===== src/inc/phy_ctl_pkg.sv =====
package phy_ctl_pkg;

  localparam logic [7:0] IDX_DUPLEX_LED = 8'h0A;
  localparam logic [7:0] IDX_LINK_DROP = 8'h0B;
  localparam logic [7:0] IDX_LINK_STATUS = 8'h0C;

  localparam logic [15:0] DUPLEX_LED_RST = 16'h0100;
  localparam logic [15:0] LINK_DROP_RST = 16'h1000;

  localparam int BIT_EXT_FD = 5;
  localparam int BIT_ENH_LED = 4;
  localparam int BIT_ISOLATE = 3;
  localparam int BIT_IDLE_ERR = 2;
  localparam int BIT_ODD_DIS = 1;
  localparam int BIT_RMII_RXCLK = 0;
  localparam int BIT_EQ_ERR_BYP = 12;
  localparam int BIT_DESCR_DROP = 10;
  localparam int BIT_EQ_COEF_BYP = 9;
  localparam int FLD_FAST_DOWN_LSB = 0;
  localparam int FAST_DOWN_W = 4;

  localparam logic [1:0] RESP_OKAY = 2'h0;
  localparam logic [1:0] RESP_SLVERR = 2'h2;

  typedef struct packed {
    logic link_up;
    logic speed_100;
    logic ieee_full_duplex;
    logic local_an_or_force100;
    logic partner_force100;
    logic activity;
    logic rx_idle;
    logic rx_symbol_err;
    logic eq_error;
    logic descr_lock_loss;
    logic [3:0] fast_down_events;
  } phy_status_t;

  typedef struct packed {
    logic full_duplex;
    logic link_led;
    logic mii_isolate;
    logic rx_idle_err;
    logic rx_ref_rx_clk;
    logic eq_error_used;
    logic eq_coef0_bypass;
    logic link_drop;
  } phy_ctrl_t;

  typedef struct packed {
    logic aw_got;
    logic w_got;
    logic [7:0] wr_idx;
    logic [31:0] wdata;
    logic [3:0] wstrb;
    logic awready;
    logic wready;
    logic bvalid;
    logic [1:0] bresp;
    logic arready;
    logic rvalid;
    logic [1:0] rresp;
    logic [31:0] rdata;
    logic [15:0] duplex_led_isolate_control;
    logic [15:0] link_drop_equalizer_control;
    phy_ctrl_t ctrl;
  } regs_state_t;

  typedef struct packed {
    logic prev_en;
    logic odd;
    logic en;
    logic er;
  } nibble_state_t;

endpackage


===== src/rtl/tx_nibble_extender.sv =====
`timescale 1ns/1ps
`default_nettype none
module tx_nibble_extender
  import phy_ctl_pkg::*;
(
  input wire logic clock_in,
  input wire logic sys_rst_in,
  input wire logic detect_en_in,
  input wire logic tx_en_in,
  input wire logic tx_er_in,
  output logic tx_en_out,
  output logic tx_er_out
);

  nibble_state_t st_r;
  nibble_state_t st_nxt;

  always_comb
  begin
    st_nxt = '0;
    if (!sys_rst_in)
    begin
      st_nxt.prev_en = tx_en_in;
      if (tx_en_in)
      begin
        st_nxt.en = 1'b1;
        st_nxt.er = tx_er_in;
        if (!st_r.prev_en)
        begin
          st_nxt.odd = 1'b1;
        end
        else
        begin
          st_nxt.odd = ~st_r.odd;
        end
      end
      else if (st_r.prev_en && st_r.odd && detect_en_in)
      begin
        // frame ended on an odd nibble: one more cycle flagged as error
        st_nxt.en = 1'b1;
        st_nxt.er = 1'b1;
      end
    end
  end

  always_ff @(posedge clock_in)
  begin
    st_r <= st_nxt;
  end

  assign tx_en_out = st_r.en;
  assign tx_er_out = st_r.er;
endmodule // tx_nibble_extender
`default_nettype wire


===== src/rtl/phy_link_controls.sv =====
`timescale 1ns/1ps
`default_nettype none
module phy_link_controls
  import phy_ctl_pkg::*;
#(
  parameter int ADDR_W = 12
)
(
  input wire logic clock_in,
  input wire logic sys_rst_in,
  input wire logic [ADDR_W-1:0] s_axi_awaddr_in,
  input wire logic s_axi_awvalid_in,
  output logic s_axi_awready_out,
  input wire logic [31:0] s_axi_wdata_in,
  input wire logic [3:0] s_axi_wstrb_in,
  input wire logic s_axi_wvalid_in,
  output logic s_axi_wready_out,
  output logic [1:0] s_axi_bresp_out,
  output logic s_axi_bvalid_out,
  input wire logic s_axi_bready_in,
  input wire logic [ADDR_W-1:0] s_axi_araddr_in,
  input wire logic s_axi_arvalid_in,
  output logic s_axi_arready_out,
  output logic [31:0] s_axi_rdata_out,
  output logic [1:0] s_axi_rresp_out,
  output logic s_axi_rvalid_out,
  input wire logic s_axi_rready_in,
  input wire phy_status_t phy_status_in,
  output phy_ctrl_t phy_ctrl_out,
  input wire logic tx_en_in,
  input wire logic tx_er_in,
  output logic tx_en_out,
  output logic tx_er_out
);

  if (ADDR_W < 10)
  begin : g_addr_check
    $error("ADDR_W must be at least 10");
  end

  regs_state_t st_r;
  regs_state_t st_nxt;
  logic fd_res;
  logic do_wr;
  logic fast_drop;
  logic [7:0] rd_idx;

  ////////////////////////////////////////////////////////////////////////////
  // byte-lane merge for the 16-bit control registers

  function automatic logic [15:0] merge16(
    input logic [15:0] old_val,
    input logic [31:0] data,
    input logic [3:0] strb
  );
    logic [15:0] res;
    res = old_val;
    if (strb[0])
    begin
      res[7:0] = data[7:0];
    end
    if (strb[1])
    begin
      res[15:8] = data[15:8];
    end
    return res;
  endfunction

  ////////////////////////////////////////////////////////////////////////////
  // link decisions from the control fields

  always_comb
  begin
    fd_res = phy_status_in.ieee_full_duplex;
    if (st_r.duplex_led_isolate_control[BIT_EXT_FD]
        && phy_status_in.local_an_or_force100
        && phy_status_in.partner_force100)
    begin
      fd_res = 1'b1;
    end
  end

  always_comb
  begin
    fast_drop = |(phy_status_in.fast_down_events
      & st_r.link_drop_equalizer_control[FLD_FAST_DOWN_LSB +: FAST_DOWN_W]);
    if (st_r.link_drop_equalizer_control[BIT_DESCR_DROP]
        && phy_status_in.descr_lock_loss)
    begin
      fast_drop = 1'b1;
    end
  end

  assign rd_idx = s_axi_araddr_in[9:2];

  ////////////////////////////////////////////////////////////////////////////
  // next state: bus slave, registers and control outputs

  always_comb
  begin
    st_nxt = st_r;
    do_wr = 1'b0;
    if (sys_rst_in)
    begin
      st_nxt = '0;
      st_nxt.duplex_led_isolate_control = DUPLEX_LED_RST;
      st_nxt.link_drop_equalizer_control = LINK_DROP_RST;
    end
    else
    begin
      if (s_axi_awvalid_in && st_r.awready)
      begin
        st_nxt.aw_got = 1'b1;
        st_nxt.wr_idx = s_axi_awaddr_in[9:2];
      end
      if (s_axi_wvalid_in && st_r.wready)
      begin
        st_nxt.w_got = 1'b1;
        st_nxt.wdata = s_axi_wdata_in;
        st_nxt.wstrb = s_axi_wstrb_in;
      end
      if (st_r.bvalid && s_axi_bready_in)
      begin
        st_nxt.bvalid = 1'b0;
      end
      if (st_r.aw_got && st_r.w_got && !st_r.bvalid)
      begin
        do_wr = 1'b1;
        st_nxt.aw_got = 1'b0;
        st_nxt.w_got = 1'b0;
        st_nxt.bvalid = 1'b1;
        st_nxt.bresp = RESP_OKAY;
        unique case (st_r.wr_idx)
          IDX_DUPLEX_LED:
          begin
            st_nxt.duplex_led_isolate_control = merge16(
              st_r.duplex_led_isolate_control, st_r.wdata,
              st_r.wstrb);
          end
          IDX_LINK_DROP:
          begin
            st_nxt.link_drop_equalizer_control = merge16(
              st_r.link_drop_equalizer_control, st_r.wdata,
              st_r.wstrb);
          end
          IDX_LINK_STATUS:
          begin
            // read-only: write ignored
            st_nxt.bresp = RESP_OKAY;
          end
          default:
          begin
            st_nxt.bresp = RESP_SLVERR;
          end
        endcase
      end
      if (st_r.rvalid && s_axi_rready_in)
      begin
        st_nxt.rvalid = 1'b0;
      end
      if (s_axi_arvalid_in && st_r.arready)
      begin
        st_nxt.rvalid = 1'b1;
        st_nxt.rresp = RESP_OKAY;
        unique case (rd_idx)
          IDX_DUPLEX_LED:
          begin
            st_nxt.rdata = {16'h0000, st_r.duplex_led_isolate_control};
          end
          IDX_LINK_DROP:
          begin
            st_nxt.rdata = {16'h0000, st_r.link_drop_equalizer_control};
          end
          IDX_LINK_STATUS:
          begin
            st_nxt.rdata = {24'h000000, st_r.ctrl};
          end
          default:
          begin
            st_nxt.rdata = 32'h00000000;
            st_nxt.rresp = RESP_SLVERR;
          end
        endcase
      end
      st_nxt.awready = !st_nxt.aw_got && !st_nxt.bvalid;
      st_nxt.wready = !st_nxt.w_got && !st_nxt.bvalid;
      st_nxt.arready = !st_nxt.rvalid;

      // control outputs follow the fields one clock later
      st_nxt.ctrl.full_duplex = fd_res;
      if (st_r.duplex_led_isolate_control[BIT_ENH_LED])
      begin
        // lit only on a 100 full duplex link, no activity blink
        st_nxt.ctrl.link_led = phy_status_in.link_up
          && phy_status_in.speed_100 && fd_res;
      end
      else
      begin
        st_nxt.ctrl.link_led = phy_status_in.link_up
          && !phy_status_in.activity;
      end
      st_nxt.ctrl.mii_isolate =
        st_r.duplex_led_isolate_control[BIT_ISOLATE]
        && phy_status_in.link_up
        && (!phy_status_in.speed_100 || !fd_res);
      st_nxt.ctrl.rx_idle_err =
        st_r.duplex_led_isolate_control[BIT_IDLE_ERR]
        && phy_status_in.rx_idle && phy_status_in.rx_symbol_err;
      st_nxt.ctrl.rx_ref_rx_clk =
        st_r.duplex_led_isolate_control[BIT_RMII_RXCLK];
      st_nxt.ctrl.eq_error_used = phy_status_in.eq_error
        && !st_r.link_drop_equalizer_control[BIT_EQ_ERR_BYP];
      st_nxt.ctrl.eq_coef0_bypass =
        st_r.link_drop_equalizer_control[BIT_EQ_COEF_BYP];
      st_nxt.ctrl.link_drop = fast_drop;
    end
  end

  always_ff @(posedge clock_in)
  begin
    st_r <= st_nxt;
  end

  ////////////////////////////////////////////////////////////////////////////
  // transmit odd-nibble stage

  tx_nibble_extender u_tx_nibble (
    .clock_in(clock_in),
    .sys_rst_in(sys_rst_in),
    .detect_en_in(!st_r.duplex_led_isolate_control[BIT_ODD_DIS]),
    .tx_en_in(tx_en_in),
    .tx_er_in(tx_er_in),
    .tx_en_out(tx_en_out),
    .tx_er_out(tx_er_out)
  );

  assign s_axi_awready_out = st_r.awready;
  assign s_axi_wready_out = st_r.wready;
  assign s_axi_bvalid_out = st_r.bvalid;
  assign s_axi_bresp_out = st_r.bresp;
  assign s_axi_arready_out = st_r.arready;
  assign s_axi_rvalid_out = st_r.rvalid;
  assign s_axi_rresp_out = st_r.rresp;
  assign s_axi_rdata_out = st_r.rdata;
  assign phy_ctrl_out = st_r.ctrl;
endmodule // phy_link_controls
`default_nettype wire


===== config.mk =====
export PLATFORM = sky130hd
export DESIGN_NAME = phy_link_controls
export DESIGN_NICKNAME = d
export VERILOG_FILES = /design/src/inc/phy_ctl_pkg.sv /design/src/rtl/tx_nibble_extender.sv /design/src/rtl/phy_link_controls.sv
export SDC_FILE = /design/constraint.sdc
export NUM_CORES = 1
export LEC_CHECK = 0
export BUFFER_PORTS_ARGS = -buffer_cell sky130_fd_sc_hd__buf_4
export CAP_MARGIN = 15
export CELL_PAD_IN_SITES_DETAIL_PLACEMENT = 1
export CELL_PAD_IN_SITES_GLOBAL_PLACEMENT = 2
export CORE_MARGIN = 2
export CORE_UTILIZATION = 33
export CTS_BUF_LIST = sky130_fd_sc_hd__clkbuf_4 sky130_fd_sc_hd__clkbuf_8
export CTS_CLUSTER_SIZE = 14
export DETAILED_ROUTE_END_ITERATION = 8
export MAX_ROUTING_LAYER = met4
export PLACE_DENSITY = 0.84
export SYNTH_ARGS = -nofsm -noshare
export SYNTH_HDL_FRONTEND = slang
export SYNTH_SLANG_ARGS = --single-unit
export TNS_END_PERCENT = 100

===== constraint.sdc =====
create_clock -name clock_in -period 2.7 [get_ports clock_in]
set_clock_uncertainty 0.05 [all_clocks]
set_input_delay 0.405 -clock clock_in [delete_from_list [all_inputs] [get_ports clock_in]]
set_output_delay 0.405 -clock clock_in [all_outputs]
set_load 0.05 [all_outputs]

# Word-level counts from Yosys, hierarchy flattened
# Index checks and enable logic that the tools add are counted.
# word_totals
elab_cells	100
regBits	113
input_bits	83
out_inout_bits	51
# classes
n_eq_ne	6
bitwise_logic	3
n_reduce_logical	43
n_mux	19
# ops
op	n
two-way mux 35 bit	2
== test 8 x 4 -> 1 bit, second input constant	6
case mux 16 bit (3 select lines)	1
logical AND 1 bit	22
two-way mux 2 bit	6
AND reduction 3 bit	4
zero test 1 bit	10
two-way mux 1 bit	8
two-way mux 3 bit	2
OR reduction 3 bit	2
bitwise AND 4 bit	1
nonzero test 2 bit	2
OR reduction 4 bit	1
NOT 1 bit	2
OR reduction 2 bit	1
logical OR 1 bit	1

# Longest topological paths before layout
# logic_depth
word_depth	7
depth_mapped	5
ltp_nobuf	3

# Cells and area by module
# From an unflattened synthesis, not the netlist that was laid out.
# unflattened
hier_cells	426
hier_area_um2	3986.3
# by_module_without_submodules
module	area_each_um2	n_inst	cells_per_inst	seq_area_each_um2
phy_link_controls	3853.7	1	415	1821.7
tx_nibble_extender	132.6	1	11	80.1

# Worst setup path before layout
# No wires, ideal clock.
# synth_timing
kind	register to register
from	reg st_r[121] in the netlist's numbering
to	reg st_r[20] in the netlist's numbering
required_time_ps	2530
setup_slack_ps	849
setup_time_ps	120
arrival_time_ps	1682
period_less_slack_ps	1851
path_buffers	2
path_stages_with_launch	6
cell_sequence	dfxtp_1 or4b_1 buf_2 or4_4 buf_6 mux2i_1
# synth_via
elab_chain_cells	2
# synth_lines
item	line	text
start, declared	phy_link_controls.sv:41	regs_state_t st_r;
start signal, assigned	phy_link_controls.sv:221	st_r <= st_nxt;
== test 8 x 4 -> 1 bit	phy_link_controls.sv:133	unique case (st_r.wr_idx)
AND reduction 3 bit (no line)	-	
# No other way between the ends.
# A chain may end at the register's enable or synchronous reset.

# Worst setup path after layout
# layout_timing
from	reg st_r[121] in the netlist's numbering
to	reg st_r[38] in the netlist's numbering
# Same word-level chain as after synthesis.

==> flow_summary.toml <==
[synthesis]
avgSynthCellArea_um2 = 9.24
ys_types = 38
synth_top_area_cell = "dfxtp_1"
synthTopCellsByArea = "dfxtp_1, mux2i_1, buf_4"
async_reset_ff_share_pct = 0
synth_top_flop_cell = "dfxtp_1"
ys_ff_latch = 95
synth_edf_count = 0
yosysWarningCount = 0
synth_top_area_share_pct = 45.6
post_synth_inst_count = 451
synth_area_mm2 = 0.00417
yosysSeqAreaShare_pct = 45.6

[clock_network]
cts_tree = "done"
clock_latency_ns = 0.37
clock-sinks = 95
post_cts.repair.setup_buffers = 0
postCtsHoldBufs = 0
cts_root_buffer = "clkbuf_8"
ctsResizeCount = 0
clk_pin_slew_ns = 0.09
clk_path_buf_depth = 2
cts_htree_levels = 3
cts_made_buffers = 9

[timing]
finalSetupTns_ns = 0
slew_headroom_pct = 51.7
finalSetupViolCount = 0
worst_slack_ns = 0.606
tightest_slew_ns = 0.724
fin_crit_ns = 2.09
finalHoldViolCount = 0
rsz0062_at_grt = "no"
max_freq_mhz = 478
period_share_pct = 77.6
maxSlewViolCount = 0
holdWs_ns = 0.167

[detailed_routing]
drt_iter0_markers = 120
viasPerCell = 4.57
drt-total-wl_um = 9850
via_count = 3128
ant_nets = 0
wl_per_cell_um = 14.4
dr.pass1.iters = 4
drc = 0

[setup_path]
max_stage_delay_ns = 0.69
ff2ff_setup_slack_ns = 0.61
path_class = "reg -> reg"
critPathMaxFanout = 5
cp_cell_sequence = "or4b_1 > nor4_4 > buf_4 > mux2i_1"
end_kind = "flip-flop"
reg2reg_depth = 4
critPathLaunchType = "flip-flop"
cpMaxStageDelayCell = "or4b_1"
r2r-start = "st_r[121]"
cp.required_ns = 2.95
reg2reg_to = "st_r[38]"
arrival_ns = 2.34

[final_layout]
drive_gt1_share_pct = 24.6
syn_to_final_growth_pct = 18.3
diodes = 0
seq_area_mm2 = 0.00190
fillers = 1457
fin_cells = 685
layout_common_cells = "buf_4, dfxtp_1, nand2_1, nand2b_1, mux2i_1"
multi_input_area_mm2 = 0.00189
nets = 591

[run_status]
status = "finished clean"

[global_route]
grt_overflow = 0
antenna_found_initial = 0
grt_start_max_net_pins = 61
grt_pass1_vias = 3188
grt.total_usage_pct = 15.4
grt_pass1_wl_um = 15600

[worst_hold_path]
hold-path-endpoint = "phy_ctrl_out[5]"
hp-start = "phy_status_in[12]"
hold_path_class = "in -> reg"
hold_depth = 2

[placement]
pre_cts_ws_ns = 0.604
portBuffers = 89
gp_congestion = 0.721
dpl.hpwl_um = 7230
dp.cells = 669

[floorplanning]
die-area_mm2 = 0.0135
start_util_pct = 33.4
core_area_mm2 = 0.0125
io_pins = 134
std_cell_rows = 41
die_h_um = 116
die_width_um = 116

[power]
ir_drop_uv = 207
p_leak_nw = 1.99
power-per-cell-area_mw_per_mm2 = 553

[flow_run]
drv_cap = 0
-- critical path: cells and delay by family (launching register included) --
kind / cells / cell delay (ns)
buf+inv: 1 / 0.25
flops: 1 / 0.32
mux: 1 / 0.18
simple gates: 2 / 1.22
-- through the flow --
step,power [mW],cell area (um^2),util [%]
after detailed placement,1.80,4730,37.9
after CTS,2.77,4930,39.6
after floorplan,1.71,4230,-
final,2.73,4930,39.6
after global placement,1.79,4730,37.9
after global routing,2.85,4930,39.6
-- cell usage after synthesis (all sizes together), types with 4 or more instances --
cell type	instances
a21oi	31
a221oi	8
a22oi	9
buf	49
clkbuf	17
dfxtp	95
mux2	9
mux2i	40
nand2	80
nand2b	47
nor2	15
nor2b	5
nor4	4
o21ai	8
-- power breakdown --
| part | leakage [nW] | internal, mW | total, mW | switching (mW) |
|---|---|---|---|---|
| logic | 1.11 | 0.113 | 0.306 | 0.193 |
| clock network | 0.104 | 0.484 | 0.968 | 0.484 |
| registers | 0.771 | 1.43 | 1.46 | 0.0233 |
-- cell type report --
type | count | area share, %
repair buffers | 95 | 14.5
inverters | 3 | 0.228
multi-input cells | 304 | 38.3
well taps | 172 | 4.36
clock inverters | 3 | 0.863
clock buffers | 13 | 3.25
flip-flops and latches | 95 | 38.6
-- per-layer routing --
layer	up-vias	GRT usage [%]	wire [um]
met2	82	23.7	4410
met5	-	-	0
met3	13	4.67	647
met4	0	5.00	144
li1	1576	-	-
met1	1457	19.4	4640
-- kinds of logic (layout without fill, tap and decap cells) --
family                 Yosys count  after routing  synth area share, %
buffers and inverters           69            114                 10.6
AND/OR/NAND/NOR                174            174                 22.3
AO/OA/AOI/OAI                   63             63                 9.31
multiplexers                    49             49                 12.0
other                            1             18               0.0900
flip-flops                      95             95                 45.6
-- worst max-delay path by stage --
stage                           to      start  depth (start not counted)  slack (ns)
after floorplan           st_r[20]  st_r[121]                          5        0.85
after global placement    st_r[39]  st_r[121]                          4        0.66
after detailed placement  st_r[38]  st_r[121]                          4        0.60
after CTS                 st_r[38]  st_r[121]                          4        0.57
after global routing      st_r[35]  st_r[121]                          4        0.48
final                     st_r[38]  st_r[121]                          4        0.61
-- registers in the layout (all words and copies together), names as in the netlist --
name and flops:
phy_ctrl_out 8, s_axi_awready_out 1, s_axi_bresp_out 1, s_axi_rdata_out 16
u_tx_nibble.tx_er_out 1, s_axi_bvalid_out 1, s_axi_rvalid_out 1, s_axi_rresp_out 1
s_axi_wready_out 1, st_r 60, s_axi_arready_out 1, u_tx_nibble.tx_en_out 1
u_tx_nibble.st_r 2
Power figures use the tool's default switching activity.
